===== src/pkg/aos_pkg.sv =====
// Package: register map, fields and timing for the accelerometer readout path
// Function
// Autosleep with link: inactivity drops rate, swaps enables
// Activity in sleep restores rate, swaps enables back
// Low power keeps data-ready and buffer working
// Three signed 8-bit offsets added per axis
// Offset step fixed, independent of range
// Full resolution: offset scaled by four
// Offsets reset to zero
// Format bit D7 enables self-test deflection
// Host sets valid rate, low power cleared
// Host sets full resolution, 16 g range
// Host discards four settling samples
// Activity/inactivity pending until source read
// Offset sign-extended and scaled to resolution
package aos_pkg;
    localparam int ADDR_W = 6;
    localparam int DATA_W = 8;
    localparam int SAMPLE_W = 16;
    // Device register offsets
    localparam logic [5:0] REG_X_OFFSET = 6'h1E;
    localparam logic [5:0] REG_Y_OFFSET = 6'h1F;
    localparam logic [5:0] REG_Z_OFFSET = 6'h20;
    localparam logic [5:0] REG_RATE = 6'h2C;
    localparam logic [5:0] REG_POWER_CTL = 6'h2D;
    localparam logic [5:0] REG_INT_ENABLE = 6'h2E;
    localparam logic [5:0] REG_INT_SOURCE = 6'h30;
    localparam logic [5:0] REG_FORMAT = 6'h31;
    localparam logic [5:0] REG_DATA_X = 6'h32;
    localparam logic [5:0] REG_DATA_Y = 6'h33;
    localparam logic [5:0] REG_DATA_Z = 6'h34;
    localparam logic [5:0] REG_STATUS = 6'h35;
    // Field positions
    localparam int FMT_SELF_TEST = 7;
    localparam int FMT_FULL_RES = 3;
    localparam int RATE_LOW_POWER = 4;
    localparam int PWR_LINK = 5;
    localparam int PWR_AUTO_SLEEP = 4;
    localparam int INT_DATA_READY = 7;
    localparam int INT_ACTIVITY = 4;
    localparam int INT_INACTIVITY = 3;
    localparam int STAT_ASLEEP = 0;
    // Reset values
    localparam logic [7:0] OFFSET_RESET = 8'h00;
    localparam logic [7:0] RATE_RESET = 8'h0A;
    localparam logic [7:0] FORMAT_RESET = 8'h00;
    localparam logic [3:0] SLEEP_RATE_CODE = 4'h2;
    // Self-test shift added per axis, in output steps
    localparam logic [15:0] SELF_TEST_SHIFT = 16'h0040;
    // Host side: samples to discard after self-test enable
    localparam int SETTLE_SAMPLES = 4;
    // Host Avalon register offsets (word index = byte/4)
    localparam logic [3:0] HREG_CMD_ADDR = 4'h0;
    localparam logic [3:0] HREG_CMD_DATA = 4'h1;
    localparam logic [3:0] HREG_STATUS = 4'h2;
    localparam logic [3:0] HREG_READ_DATA = 4'h3;
    localparam logic [3:0] HREG_SETTLE = 4'h4;
    localparam logic [31:0] HOST_UNMAPPED = 32'h0000_0000;
endpackage : aos_pkg


===== src/pkg/aos_link_if.sv =====
// Interface: parallel register link between host and accelerometer readout
`timescale 1ns/100ps
interface aos_link_if;
    import aos_pkg::*;
    logic [ADDR_W-1:0] addr;
    logic [DATA_W-1:0] wdata;
    logic write;
    logic read;
    logic [DATA_W-1:0] rdata;
    logic rvalid;
    logic sample_tick;
    modport device (input addr, input wdata, input write, input read,
        output rdata, output rvalid, output sample_tick);
    modport host (output addr, output wdata, output write, output read,
        input rdata, input rvalid, input sample_tick);
endinterface : aos_link_if


===== src/design/aos_device.sv =====
// Device end: offset compensation, self-test deflection and autosleep link
//
// Our own choice: the Avalon-MM register port.
`timescale 1ns/100ps
module aos_device #(
    parameter int RATE_DIV = 16
) (
    input wire logic clock,
    input wire logic reset,
    aos_link_if.device link,
    input wire logic [3*aos_pkg::SAMPLE_W-1:0] raw_sample,
    input wire logic raw_valid,
    input wire logic activity_seen,
    input wire logic inactivity_seen,
    output logic data_ready,
    output logic activity_irq,
    output logic inactivity_irq,
    output logic asleep
);
    import aos_pkg::*;

    // One-hot: awake samples at the host rate, sleep at the fixed slow code
    typedef enum logic [1:0] {
        AOS_AWAKE = 2'b01,
        AOS_SLEEP = 2'b10
    } aos_state_type;

    ////////////////////////////////////////////////////////////////////////
    logic [7:0] offset_trim [3];
    logic [7:0] output_rate_and_power;
    logic [7:0] output_format_control;
    logic [7:0] power_ctl;
    logic [7:0] int_enable;
    logic [7:0] int_source;
    logic [15:0] data_out [3];
    aos_state_type state;
    logic [7:0] rate_count;
    logic [7:0] rdata_q;
    logic rvalid_q;

    // Offset scaled to output resolution: x4 in full resolution, else by range
    // The shift must be arithmetic so a negative trim stays negative; in the
    // coarsest range (code 3) an odd trim loses its last half step to the shift
    function automatic logic [15:0] scale_offset(input logic [7:0] ofs,
                                                 input logic [7:0] fmt);
        logic signed [15:0] ext;
        ext = {{8{ofs[7]}}, ofs};
        if (fmt[FMT_FULL_RES]) begin
            scale_offset = ext <<< 2;
        end else begin
            scale_offset = (ext <<< 2) >>> fmt[1:0];
        end
    endfunction : scale_offset

    ////////////////////////////////////////////////////////////////////////
    wire wr_hit = link.write;
    wire rd_source = link.read && (link.addr == REG_INT_SOURCE);
    wire link_mode = power_ctl[PWR_LINK] && power_ctl[PWR_AUTO_SLEEP];
    wire act_pending = int_source[INT_ACTIVITY];
    // Event qualifiers: an event only counts while its enable is set
    wire act_event = activity_seen && int_enable[INT_ACTIVITY];
    wire inact_event = inactivity_seen && int_enable[INT_INACTIVITY];
    // A pending activity event blocks sleep until software reads the source
    wire go_sleep = (state == AOS_AWAKE) && link_mode && inact_event && !act_pending;
    wire wake = (state == AOS_SLEEP) && act_event;
    // Sleep forces the slow code; the host's rate register is left untouched,
    // so waking restores the configured rate with nothing to copy back
    wire [3:0] div_code = (state == AOS_SLEEP) ? SLEEP_RATE_CODE
        : output_rate_and_power[3:0];
    // Only code bits 3:2 shorten the divider; finer codes share a rate
    wire [7:0] div_limit = 8'(RATE_DIV) >> div_code[3:2];
    // Low power keeps ticking; only sleep changes the rate
    wire tick = raw_valid && (rate_count >= div_limit);
    wire [7:0] next_rate_count = tick ? 8'h00 : rate_count + 8'h01;
    wire self_test = output_format_control[FMT_SELF_TEST];

    ////////////////////////////////////////////////////////////////////////
    // Per-axis compensation; the sum wraps in 16 bits like the output word
    logic [15:0] comp_sample [3];
    for (genvar g = 0; g < 3; g++) begin : gen_axis
        wire [15:0] raw_axis = raw_sample[g*SAMPLE_W +: SAMPLE_W];
        wire [15:0] trim_axis = scale_offset(offset_trim[g], output_format_control);
        wire [15:0] shift_axis = self_test ? SELF_TEST_SHIFT : 16'h0000;
        assign comp_sample[g] = raw_axis + trim_axis + shift_axis;
    end

    ////////////////////////////////////////////////////////////////////////
    // Register read selection; unmapped addresses read zero
    logic [7:0] read_mux;
    always_comb begin
        unique case (link.addr)
            REG_X_OFFSET: read_mux = offset_trim[0];
            REG_Y_OFFSET: read_mux = offset_trim[1];
            REG_Z_OFFSET: read_mux = offset_trim[2];
            REG_RATE: read_mux = output_rate_and_power;
            REG_POWER_CTL: read_mux = power_ctl;
            REG_INT_ENABLE: read_mux = int_enable;
            REG_INT_SOURCE: read_mux = int_source;
            REG_FORMAT: read_mux = output_format_control;
            REG_DATA_X: read_mux = data_out[0][7:0];
            REG_DATA_Y: read_mux = data_out[1][7:0];
            REG_DATA_Z: read_mux = data_out[2][7:0];
            REG_STATUS: read_mux = {7'h00, state == AOS_SLEEP};
            default: read_mux = 8'h00;
        endcase
    end

    ////////////////////////////////////////////////////////////////////////
    // Register writes and autosleep enable swaps
    // A same-cycle swap overrides a host write to the two detect enables
    always_ff @(posedge clock) begin
        if (reset) begin
            for (int i = 0; i < 3; i++) offset_trim[i] <= OFFSET_RESET;
            output_rate_and_power <= RATE_RESET;
            output_format_control <= FORMAT_RESET;
            power_ctl <= 8'h00;
            int_enable <= 8'h00;
            state <= AOS_AWAKE;
        end else begin
            if (wr_hit) begin
                unique case (link.addr)
                    REG_X_OFFSET: offset_trim[0] <= link.wdata;
                    REG_Y_OFFSET: offset_trim[1] <= link.wdata;
                    REG_Z_OFFSET: offset_trim[2] <= link.wdata;
                    REG_RATE: output_rate_and_power <= link.wdata;
                    REG_POWER_CTL: power_ctl <= link.wdata;
                    REG_INT_ENABLE: int_enable <= link.wdata;
                    REG_FORMAT: output_format_control <= link.wdata;
                    default: ;
                endcase
            end
            if (go_sleep) begin
                state <= AOS_SLEEP;
                int_enable[INT_INACTIVITY] <= 1'b0;
                int_enable[INT_ACTIVITY] <= 1'b1;
            end else if (wake) begin
                state <= AOS_AWAKE;
                int_enable[INT_ACTIVITY] <= 1'b0;
                int_enable[INT_INACTIVITY] <= 1'b1;
            end
        end
    end

    // Pending events: set wins over the clearing read
    // A source read clears every pending bit at once
    always_ff @(posedge clock) begin
        if (reset) begin
            int_source <= 8'h00;
        end else begin
            int_source <= rd_source ? 8'h00 : int_source;
            if (act_event) begin
                int_source[INT_ACTIVITY] <= 1'b1;
            end
            if (inact_event) begin
                int_source[INT_INACTIVITY] <= 1'b1;
            end
            if (tick) begin
                int_source[INT_DATA_READY] <= 1'b1;
            end
        end
    end

    ////////////////////////////////////////////////////////////////////////
    // Rate divider and compensated samples
    // The divider counts raw pulses, so a stalled raw stream stalls the output
    always_ff @(posedge clock) begin
        if (reset) begin
            rate_count <= 8'h00;
            for (int i = 0; i < 3; i++) data_out[i] <= 16'h0000;
        end else if (raw_valid) begin
            rate_count <= next_rate_count;
            if (tick) begin
                for (int i = 0; i < 3; i++) data_out[i] <= comp_sample[i];
            end
        end
    end

    ////////////////////////////////////////////////////////////////////////
    // Read path, one cycle latency; data registers give the low byte
    // rvalid follows read by exactly one edge; the host never overlaps reads
    always_ff @(posedge clock) begin
        if (reset) begin
            rdata_q <= 8'h00;
            rvalid_q <= 1'b0;
        end else begin
            rvalid_q <= link.read;
            rdata_q <= read_mux;
        end
    end

    // Registered outputs
    // Pins copy the pending bits a cycle late; software still reads the source
    always_ff @(posedge clock) begin
        if (reset) begin
            data_ready <= 1'b0;
            activity_irq <= 1'b0;
            inactivity_irq <= 1'b0;
            asleep <= 1'b0;
            link.sample_tick <= 1'b0;
        end else begin
            data_ready <= int_source[INT_DATA_READY];
            activity_irq <= int_source[INT_ACTIVITY];
            inactivity_irq <= int_source[INT_INACTIVITY];
            asleep <= (state == AOS_SLEEP);
            link.sample_tick <= tick;
        end
    end

    assign link.rdata = rdata_q;
    assign link.rvalid = rvalid_q;
endmodule : aos_device


===== src/flat_wrapper.sv =====
// flat-port wrapper written by rule: the top's interface ports become plain ports
module aos_device_flat import aos_pkg::*;
#(
    parameter int RATE_DIV = 16
)
  (clock, reset, raw_sample, raw_valid, activity_seen, inactivity_seen, data_ready, activity_irq, inactivity_irq, asleep, link_addr, link_wdata, link_write, link_read, link_rdata, link_rvalid, link_sample_tick);
  aos_link_if link_i ();
  input wire logic clock;
  input wire logic reset;
  input wire logic [3*aos_pkg::SAMPLE_W-1:0] raw_sample;
  input wire logic raw_valid;
  input wire logic activity_seen;
  input wire logic inactivity_seen;
  output logic data_ready;
  output logic activity_irq;
  output logic inactivity_irq;
  output logic asleep;
  input wire logic [$bits(link_i.addr)-1:0] link_addr;
  input wire logic [$bits(link_i.wdata)-1:0] link_wdata;
  input wire logic [$bits(link_i.write)-1:0] link_write;
  input wire logic [$bits(link_i.read)-1:0] link_read;
  output wire logic [$bits(link_i.rdata)-1:0] link_rdata;
  output wire logic [$bits(link_i.rvalid)-1:0] link_rvalid;
  output wire logic [$bits(link_i.sample_tick)-1:0] link_sample_tick;
  assign link_i.addr = link_addr;
  assign link_i.wdata = link_wdata;
  assign link_i.write = link_write;
  assign link_i.read = link_read;
  assign link_rdata = link_i.rdata;
  assign link_rvalid = link_i.rvalid;
  assign link_sample_tick = link_i.sample_tick;
  aos_device #(.RATE_DIV(RATE_DIV)) u_core (.clock(clock), .reset(reset), .link(link_i), .raw_sample(raw_sample), .raw_valid(raw_valid), .activity_seen(activity_seen), .inactivity_seen(inactivity_seen), .data_ready(data_ready), .activity_irq(activity_irq), .inactivity_irq(inactivity_irq), .asleep(asleep));
endmodule

===== config.mk =====
export PLATFORM = sky130hd
export DESIGN_NAME = aos_device_flat
export DESIGN_NICKNAME = d
export VERILOG_FILES = /design/src/pkg/aos_pkg.sv /design/src/pkg/aos_link_if.sv /design/src/design/aos_device.sv /design/src/flat_wrapper.sv
export SDC_FILE = /design/constraint.sdc
export NUM_CORES = 1
export LEC_CHECK = 0
export ABC_CLOCK_PERIOD_IN_PS = 3600
export BUFFER_PORTS_ARGS = -buffer_cell sky130_fd_sc_hd__buf_2
export CAP_MARGIN = 10
export CELL_PAD_IN_SITES_DETAIL_PLACEMENT = 2
export CELL_PAD_IN_SITES_GLOBAL_PLACEMENT = 2
export CORE_MARGIN = 1.5
export CORE_UTILIZATION = 35
export CTS_BUF_LIST = sky130_fd_sc_hd__clkbuf_4 sky130_fd_sc_hd__clkbuf_8
export CTS_CLUSTER_SIZE = 24
export DETAILED_ROUTE_END_ITERATION = 16
export PLACE_DENSITY_LB_ADDON = 0.1
export REMOVE_ABC_BUFFERS = 1
export SYNTH_ARGS = -nofsm -noshare
export SYNTH_HDL_FRONTEND = slang
export SYNTH_SLANG_ARGS = --single-unit

===== constraint.sdc =====
create_clock -name clock -period 3.6 [get_ports clock]
set_input_delay 0.54 -clock clock [delete_from_list [all_inputs] [get_ports clock]]
set_output_delay 0.54 -clock clock [all_outputs]
set_load 0.01 [all_outputs]

==> impl_metrics.env, run 1 <==
export IMPL_p_leak_uw=0.002994
export IMPL_cp_max_fo=10
export IMPL_cts_buffer_depth=2
export IMPL_min_period_ns=3.353
export IMPL_multi_input_area_um2=3372
export IMPL_via_count=5270
export IMPL_power_frac_comb_pct=13.4
export IMPL_post_synth_top_area_cell="edfxtp_1"
export IMPL_internal_power_uw=1913
export IMPL_core_area_um2=17300
export IMPL_cts_tree="done"
export IMPL_routed_wl_um=22030
export IMPL_critPathMaxStageDelay_ns=0.56
export IMPL_cts_setup_buffers=0
export IMPL_dieArea_um2=18510
export IMPL_cts_hold_buffers_added=0
export IMPL_seq_area_um2=2623
export IMPL_io_pins=83
export IMPL_ys_flop_type="dfxtp_1"
export IMPL_track_usage_pct=24.82
export IMPL_required_ns=3.74
export IMPL_grt_first_pass_wirelength_um=33830
export IMPL_synthesis_area_um2=6197
export IMPL_grt_setup_unrepaired="false"
export IMPL_p_seq_share_pct=53.0
export IMPL_overflow=0
export IMPL_drt_iter0_markers=370
export IMPL_yosys_cell_count_top_type="nor2_1"
export IMPL_ir_drop_mv=0.1600
export IMPL_die_x_um=136.1
export IMPL_maxSlewViolCount=0
export IMPL_diodes=0
export IMPL_cap_viol_max_count=0
export IMPL_synth_edf_count=48
export IMPL_nets=794
export IMPL_clkTransAtPathRegs_ns=0.10
export IMPL_crit_type="reg2reg"
export IMPL_synth_seq_cells=107
export IMPL_p_sw_uw=683.3
export IMPL_synth_top_area_share_pct=23.26
export IMPL_cts_buffers=9
export IMPL_ys_types=66
export IMPL_clkSinkCount=107
export IMPL_netSwitchingFraction_pct=26.32
export IMPL_placementRows=48
export IMPL_worstMarginPinSlew_ns=1.027
export IMPL_antenna_found_initial=0
export IMPL_h_tree_depth=3
export IMPL_avgSynthCellArea_um2=10.09
export IMPL_start_util_pct=35.83
export IMPL_cp_cell_sequence="buf_4 > mux4_2 > nand2_1 > nand2_1 > ha_1 > ha_1 > o21ai_0 > o21bai_1 > a21oi_1 > nand2b_1 > mux2i_1"
export IMPL_syn_inst=614
export IMPL_area_growth_pct=13.73
export IMPL_critical_path_arrival_ns=3.49
export IMPL_setup_viol=0
export IMPL_post_route_period_util_pct=93.14
export IMPL_power_uw=2596
export IMPL_synth_seq_area_share_pct=42.32
export IMPL_via_per_inst=5.804
export IMPL_hold_path_class="in2reg"
export IMPL_end_kind="flip-flop"
export IMPL_cp_start_kind="flip-flop"
export IMPL_yosys_warnings=0
export IMPL_drc=0
export IMPL_async_flop_share_pct=0
export IMPL_power_density_nw_per_um2=368.4
export IMPL_dp_cells=892
export IMPL_grt_pass1_vias=5585
export IMPL_portBuffers=58
export IMPL_fill_cells=1897
export IMPL_ant_nets=0
export IMPL_drive_gt1_share_pct=17.57
export IMPL_hpwl_um=16730
export IMPL_clock_skew_ns=0.01658
export IMPL_post_drt_wl_per_cell_um=24.26
export IMPL_cp_slowest_cell="mux4_2"
export IMPL_max_slew_margin_pct=31.30
export IMPL_yosys_top_cells_count="75 x nor2_1, 59 x dfxtp_1, 48 x edfxtp_1"
export IMPL_routabilityCongestion=0.8789
export IMPL_status="finished, final reports clean"
export IMPL_layout_cells_non_filler=908
export IMPL_dr_pass1_iters=7
export IMPL_cts_resized=0
export IMPL_clkLatencyLatePin_ns=0.39
export IMPL_cts_root_buf="clkbuf_8"
export IMPL_fmax_mhz=298.3
export IMPL_grt_max_degree=39
export IMPL_synth_area_leaders="edfxtp_1 23%, dfxtp_1 19%, ha_1 8.3%, mux2i_1 6.6%, nor2_1 4.5%"
export IMPL_die_h_um=136.1
export IMPL_hold_viol=0
export IMPL_pwr_share_clk_pct=33.7
kinds of logic after synthesis:
| kind of cell | count (synthesis) | share of synthesized area [%] |
|---|---|---|
| flip-flops | 107 | 42.32 |
| adder cells (fa/ha/maj) | 47 | 10.22 |
| AND/OR/NAND/NOR | 193 | 15.65 |
| buffers and inverters | 49 | 3.331 |
| multiplexers | 51 | 8.984 |
| XOR/XNOR | 17 | 2.403 |
| AO/OA/AOI/OAI | 150 | 17.10 |
flip-flops by register name, indices dropped and copies added, names as in the netlist, 2 cells and up:
name and count:
u_core.data_out 24, u_core.offset_trim 24, u_core.int_enable 8, u_core.link.rdata 8, u_core.output_format_control 8, u_core.output_rate_and_power 8, u_core.power_ctl 8, u_core.rate_count 8
u_core.int_source 3, u_core.state 2
final timing paths:
kind / startpoint / end / slack (ns) / cells past startpoint
worst max-delay path: u_core.output_format_control[0] / u_core.data_out[0][23] / 0.25 / 11
worst min-delay path: link_read / u_core.link.rvalid / 0.41 / 2
worst max register to register: u_core.output_format_control[0] / u_core.data_out[0][23] / 0.25 / 11
worst min register to register: u_core.output_rate_and_power[1] / u_core.output_rate_and_power[1] / 0.51 / 2
cell type report:
type                       instances  share of cell area (%)
clock buffer                      14                   2.468
clock inverter                     2                  0.8521
inverter                          22                   1.172
multi-input combinational        458                   47.84
sequential                       107                   37.21
tap                              225                   3.994
timing repair buffer              80                   6.462
power by group through the flow:
stage | clock (uW) | combinational, uW | sequential, uW
detailed placement | 0 | 349 | 1400
global placement | 0 | 331 | 1400
floorplan | 0 | 207 | 1370
CTS | 897 | 351 | 1370
global route | 942 | 388 | 1380
finish | 874 | 347 | 1380
worst max-delay path: cells and delay by family (launching register included):
family,cells,cell delay [ns]
multiplexers,2,0.64
flip-flops,1,0.53
buffers and inverters,1,0.27
AND/OR/NAND/NOR,3,0.32
AO/OA/AOI/OAI,3,0.73
adder cells (fa/ha/maj),2,0.63
placed cells by master, fill, tap and decap left out, types with 10 or more instances in the layout:
| cell | instances |
|---|---|
| a221oi_1 | 15 |
| nor2b_1 | 10 |
| clkbuf_8 | 11 |
| ha_1 | 41 |
| buf_2 | 58 |
| edfxtp_1 | 48 |
| a22oi_1 | 10 |
| a21oi_1 | 24 |
| inv_1 | 20 |
| mux2i_1 | 41 |
| buf_4 | 22 |
| o22ai_1 | 17 |
| o21ai_0 | 15 |
| a31oi_1 | 11 |
| dfxtp_1 | 59 |
| nor2_1 | 75 |
| and2_1 | 15 |
| nand2_1 | 43 |
| a22o_1 | 13 |
layer usage:
layer,global-route usage [%],wire length (um),vias to the layer above
met2,40.71,10470,151
met4,8.156,585,0
met5,0,0,-
li1,-,-,2410
met1,33.47,10010,2681
met3,3.729,967,28
per-stage QoR:
stage	cell area [um^2]	util, %	setup TNS [ns]	hold WS [ns]	setup WS [ns]
after floorplan	6073	-	-0.04944	0.4310	-0.04944
after global placement	6814	39.40	0	0.4764	0.3898
after detailed placement	6814	39.40	0	0.4968	0.3093
after CTS	7048	40.75	0	0.4003	0.2888
after global routing	7048	40.75	0	0.4086	0.03628
final	7048	40.75	0	0.4108	0.2471
No activity file was read; power rests on OpenSTA's default activity.
==> run 2, diff against run 1 <==
Settings changed: BUFFER_PORTS_ARGS -buffer_cell sky130_fd_sc_hd__buf_2 to -buffer_cell sky130_fd_sc_hd__buf_4.
==> run 2 against run 1 <==
  * Count of clock-buffer cells in the layout is 1 lower
  * Wire length fell by 0.71%
  * Die area stayed put
  * Worst hold slack worse by 0.0076 ns
  * Maximum frequency decreased by 1.7%
  * Register-to-register slack lost 0.06 ns
  * Critical path depth up 1
==> impl_metrics.env, run 2 (same netlist as run 1, synthesis figures left out) <==
export IMPL_timing_final_ws_setup_ns=0.1897
export IMPL_cp_start_kind="flip-flop"
export IMPL_die_h_um=136.1
export IMPL_ant_nets=0
export IMPL_hpwl_um=16810
export IMPL_power_density_nw_per_um2=360.0
export IMPL_placementRows=48
export IMPL_drc=0
export IMPL_final_common_cell="buf_4"
export IMPL_routabilityCongestion=0.8507
export IMPL_diodes=0
export IMPL_reg_largest_list="u_core.data_out (24), u_core.offset_trim (24)"
export IMPL_place_ws_ns=0.2319
export IMPL_clkLatencyLatePin_ns=0.38
export IMPL_portBuffers=58
export IMPL_cts_hold_buffers_added=0
export IMPL_min_period_ns=3.410
export IMPL_antenna_found_initial=0
export IMPL_h_tree_depth=3
export IMPL_cp_max_fo=11
export IMPL_grt_pass1_vias=5575
export IMPL_worstMarginPinSlew_ns=0.9668
export IMPL_drt_iter0_markers=358
export IMPL_crit_type="reg2reg"
export IMPL_grt_first_pass_wirelength_um=33370
export IMPL_status="finished, final reports clean"
export IMPL_hold_viol=0
export IMPL_area_growth_pct=15.99
export IMPL_final_util_pct=41.56
export IMPL_die_x_um=136.1
export IMPL_required_ns=3.73
export IMPL_clock_skew_ns=0.01469
export IMPL_grt_max_degree=33
export IMPL_drive_gt1_share_pct=17.60
export IMPL_critical_path_arrival_ns=3.54
export IMPL_power_uw=2588
export IMPL_hold_path_class="in2reg"
export IMPL_final_cell_mix="78 x buf_4, 75 x nor2_1, 59 x dfxtp_1, 48 x edfxtp_1, 43 x nand2_1"
export IMPL_cap_viol_max_count=0
export IMPL_nets=793
export IMPL_dr_pass1_iters=6
export IMPL_setup_tns_ns=0
export IMPL_p_leak_uw=0.003024
export IMPL_overflow=0
export IMPL_cts_root_buf="clkbuf_8"
export IMPL_io_pins=83
export IMPL_core_area_um2=17300
export IMPL_grt_setup_unrepaired="false"
export IMPL_end_kind="flip-flop"
export IMPL_max_slew_margin_pct=35.31
export IMPL_via_count=5173
export IMPL_maxSlewViolCount=0
export IMPL_ir_drop_mv=0.1710
export IMPL_dp_cells=891
export IMPL_post_drt_wl_per_cell_um=24.12
export IMPL_start_util_pct=35.83
export IMPL_clkSinkCount=107
export IMPL_track_usage_pct=24.49
export IMPL_cts_tree="done"
export IMPL_dieArea_um2=18510
export IMPL_clkTransAtPathRegs_ns=0.10
export IMPL_layout_cells_non_filler=907
export IMPL_fmax_mhz=293.2
export IMPL_cts_buffer_depth=2
export IMPL_post_route_period_util_pct=94.73
export IMPL_setup_viol=0
export IMPL_cts_buffers=9
export IMPL_via_per_inst=5.703
export IMPL_routed_wl_um=21880
-- run 2: report_power, final --
part | internal, uW | total, uW | switching [uW]
sequential | 1320 | 1370 | 55.1
combinational | 155 | 369 | 213
clock | 423 | 844 | 421
-- run 2: final timing paths --
kind	from	end	slack (ns)	depth (start not counted)
worst min-delay path	link_read	u_core.link.rvalid	0.40	2
worst max-delay path	u_core.output_format_control[1]	u_core.data_out[0][38]	0.19	12
worst min register to register	u_core.int_enable[2]	u_core.int_enable[2]	0.51	2
worst max register to register	u_core.output_format_control[1]	u_core.data_out[0][38]	0.19	12
-- run 2: metrics by stage --
stage	hold slack [ns]	cell area, um^2
after floorplan	0.4310	6073
after global placement	0.4761	6964
after detailed placement	0.4900	6964
after CTS	0.3944	7183
after global routing	0.3746	7188
final	0.4032	7188
-- run 2: timing repair --
item / CTS / global route
gates resized for setup: 0 / 1
endpoints found under the setup margin: 0 / 1
buffers inserted: 0 / 0
-- run 2: area by class of cell --
| class | count | area [um^2] |
|---|---|---|
| Multi-Input combinational cell | 458 | 3377 |
| Timing Repair Buffer | 79 | 605.6 |
| Clock inverter | 3 | 65.06 |
| Inverter | 22 | 82.58 |
| Tap cell | 225 | 281.5 |
| Fill cell | 1866 | 10110 |
| Clock buffer | 13 | 153.9 |
| Sequential cell | 107 | 2623 |
-- run 2: per-layer routing --
layer | GRT usage, % | share of wire [%] | vias to the layer above
met5 | 0 | 0 | -
met4 | 3.960 | 0.83 | 0
met3 | 4.549 | 4.5 | 13
met2 | 42.93 | 51 | 120
met1 | 31.79 | 44 | 2634
li1 | - | - | 2406
-- run 2: critical path: stages, from the launching register on --
cell and delay, ns:
dfxtp_1 0.53, buf_4 0.26, nor2b_1 0.38, o211ai_1 0.15, o21ai_0 0.11, a21oi_1 0.11
ha_1 0.33, ha_1 0.33, a211oi_1 0.37, o21bai_1 0.14, a21oi_1 0.23, xor2_1 0.17
nor2_1 0.05
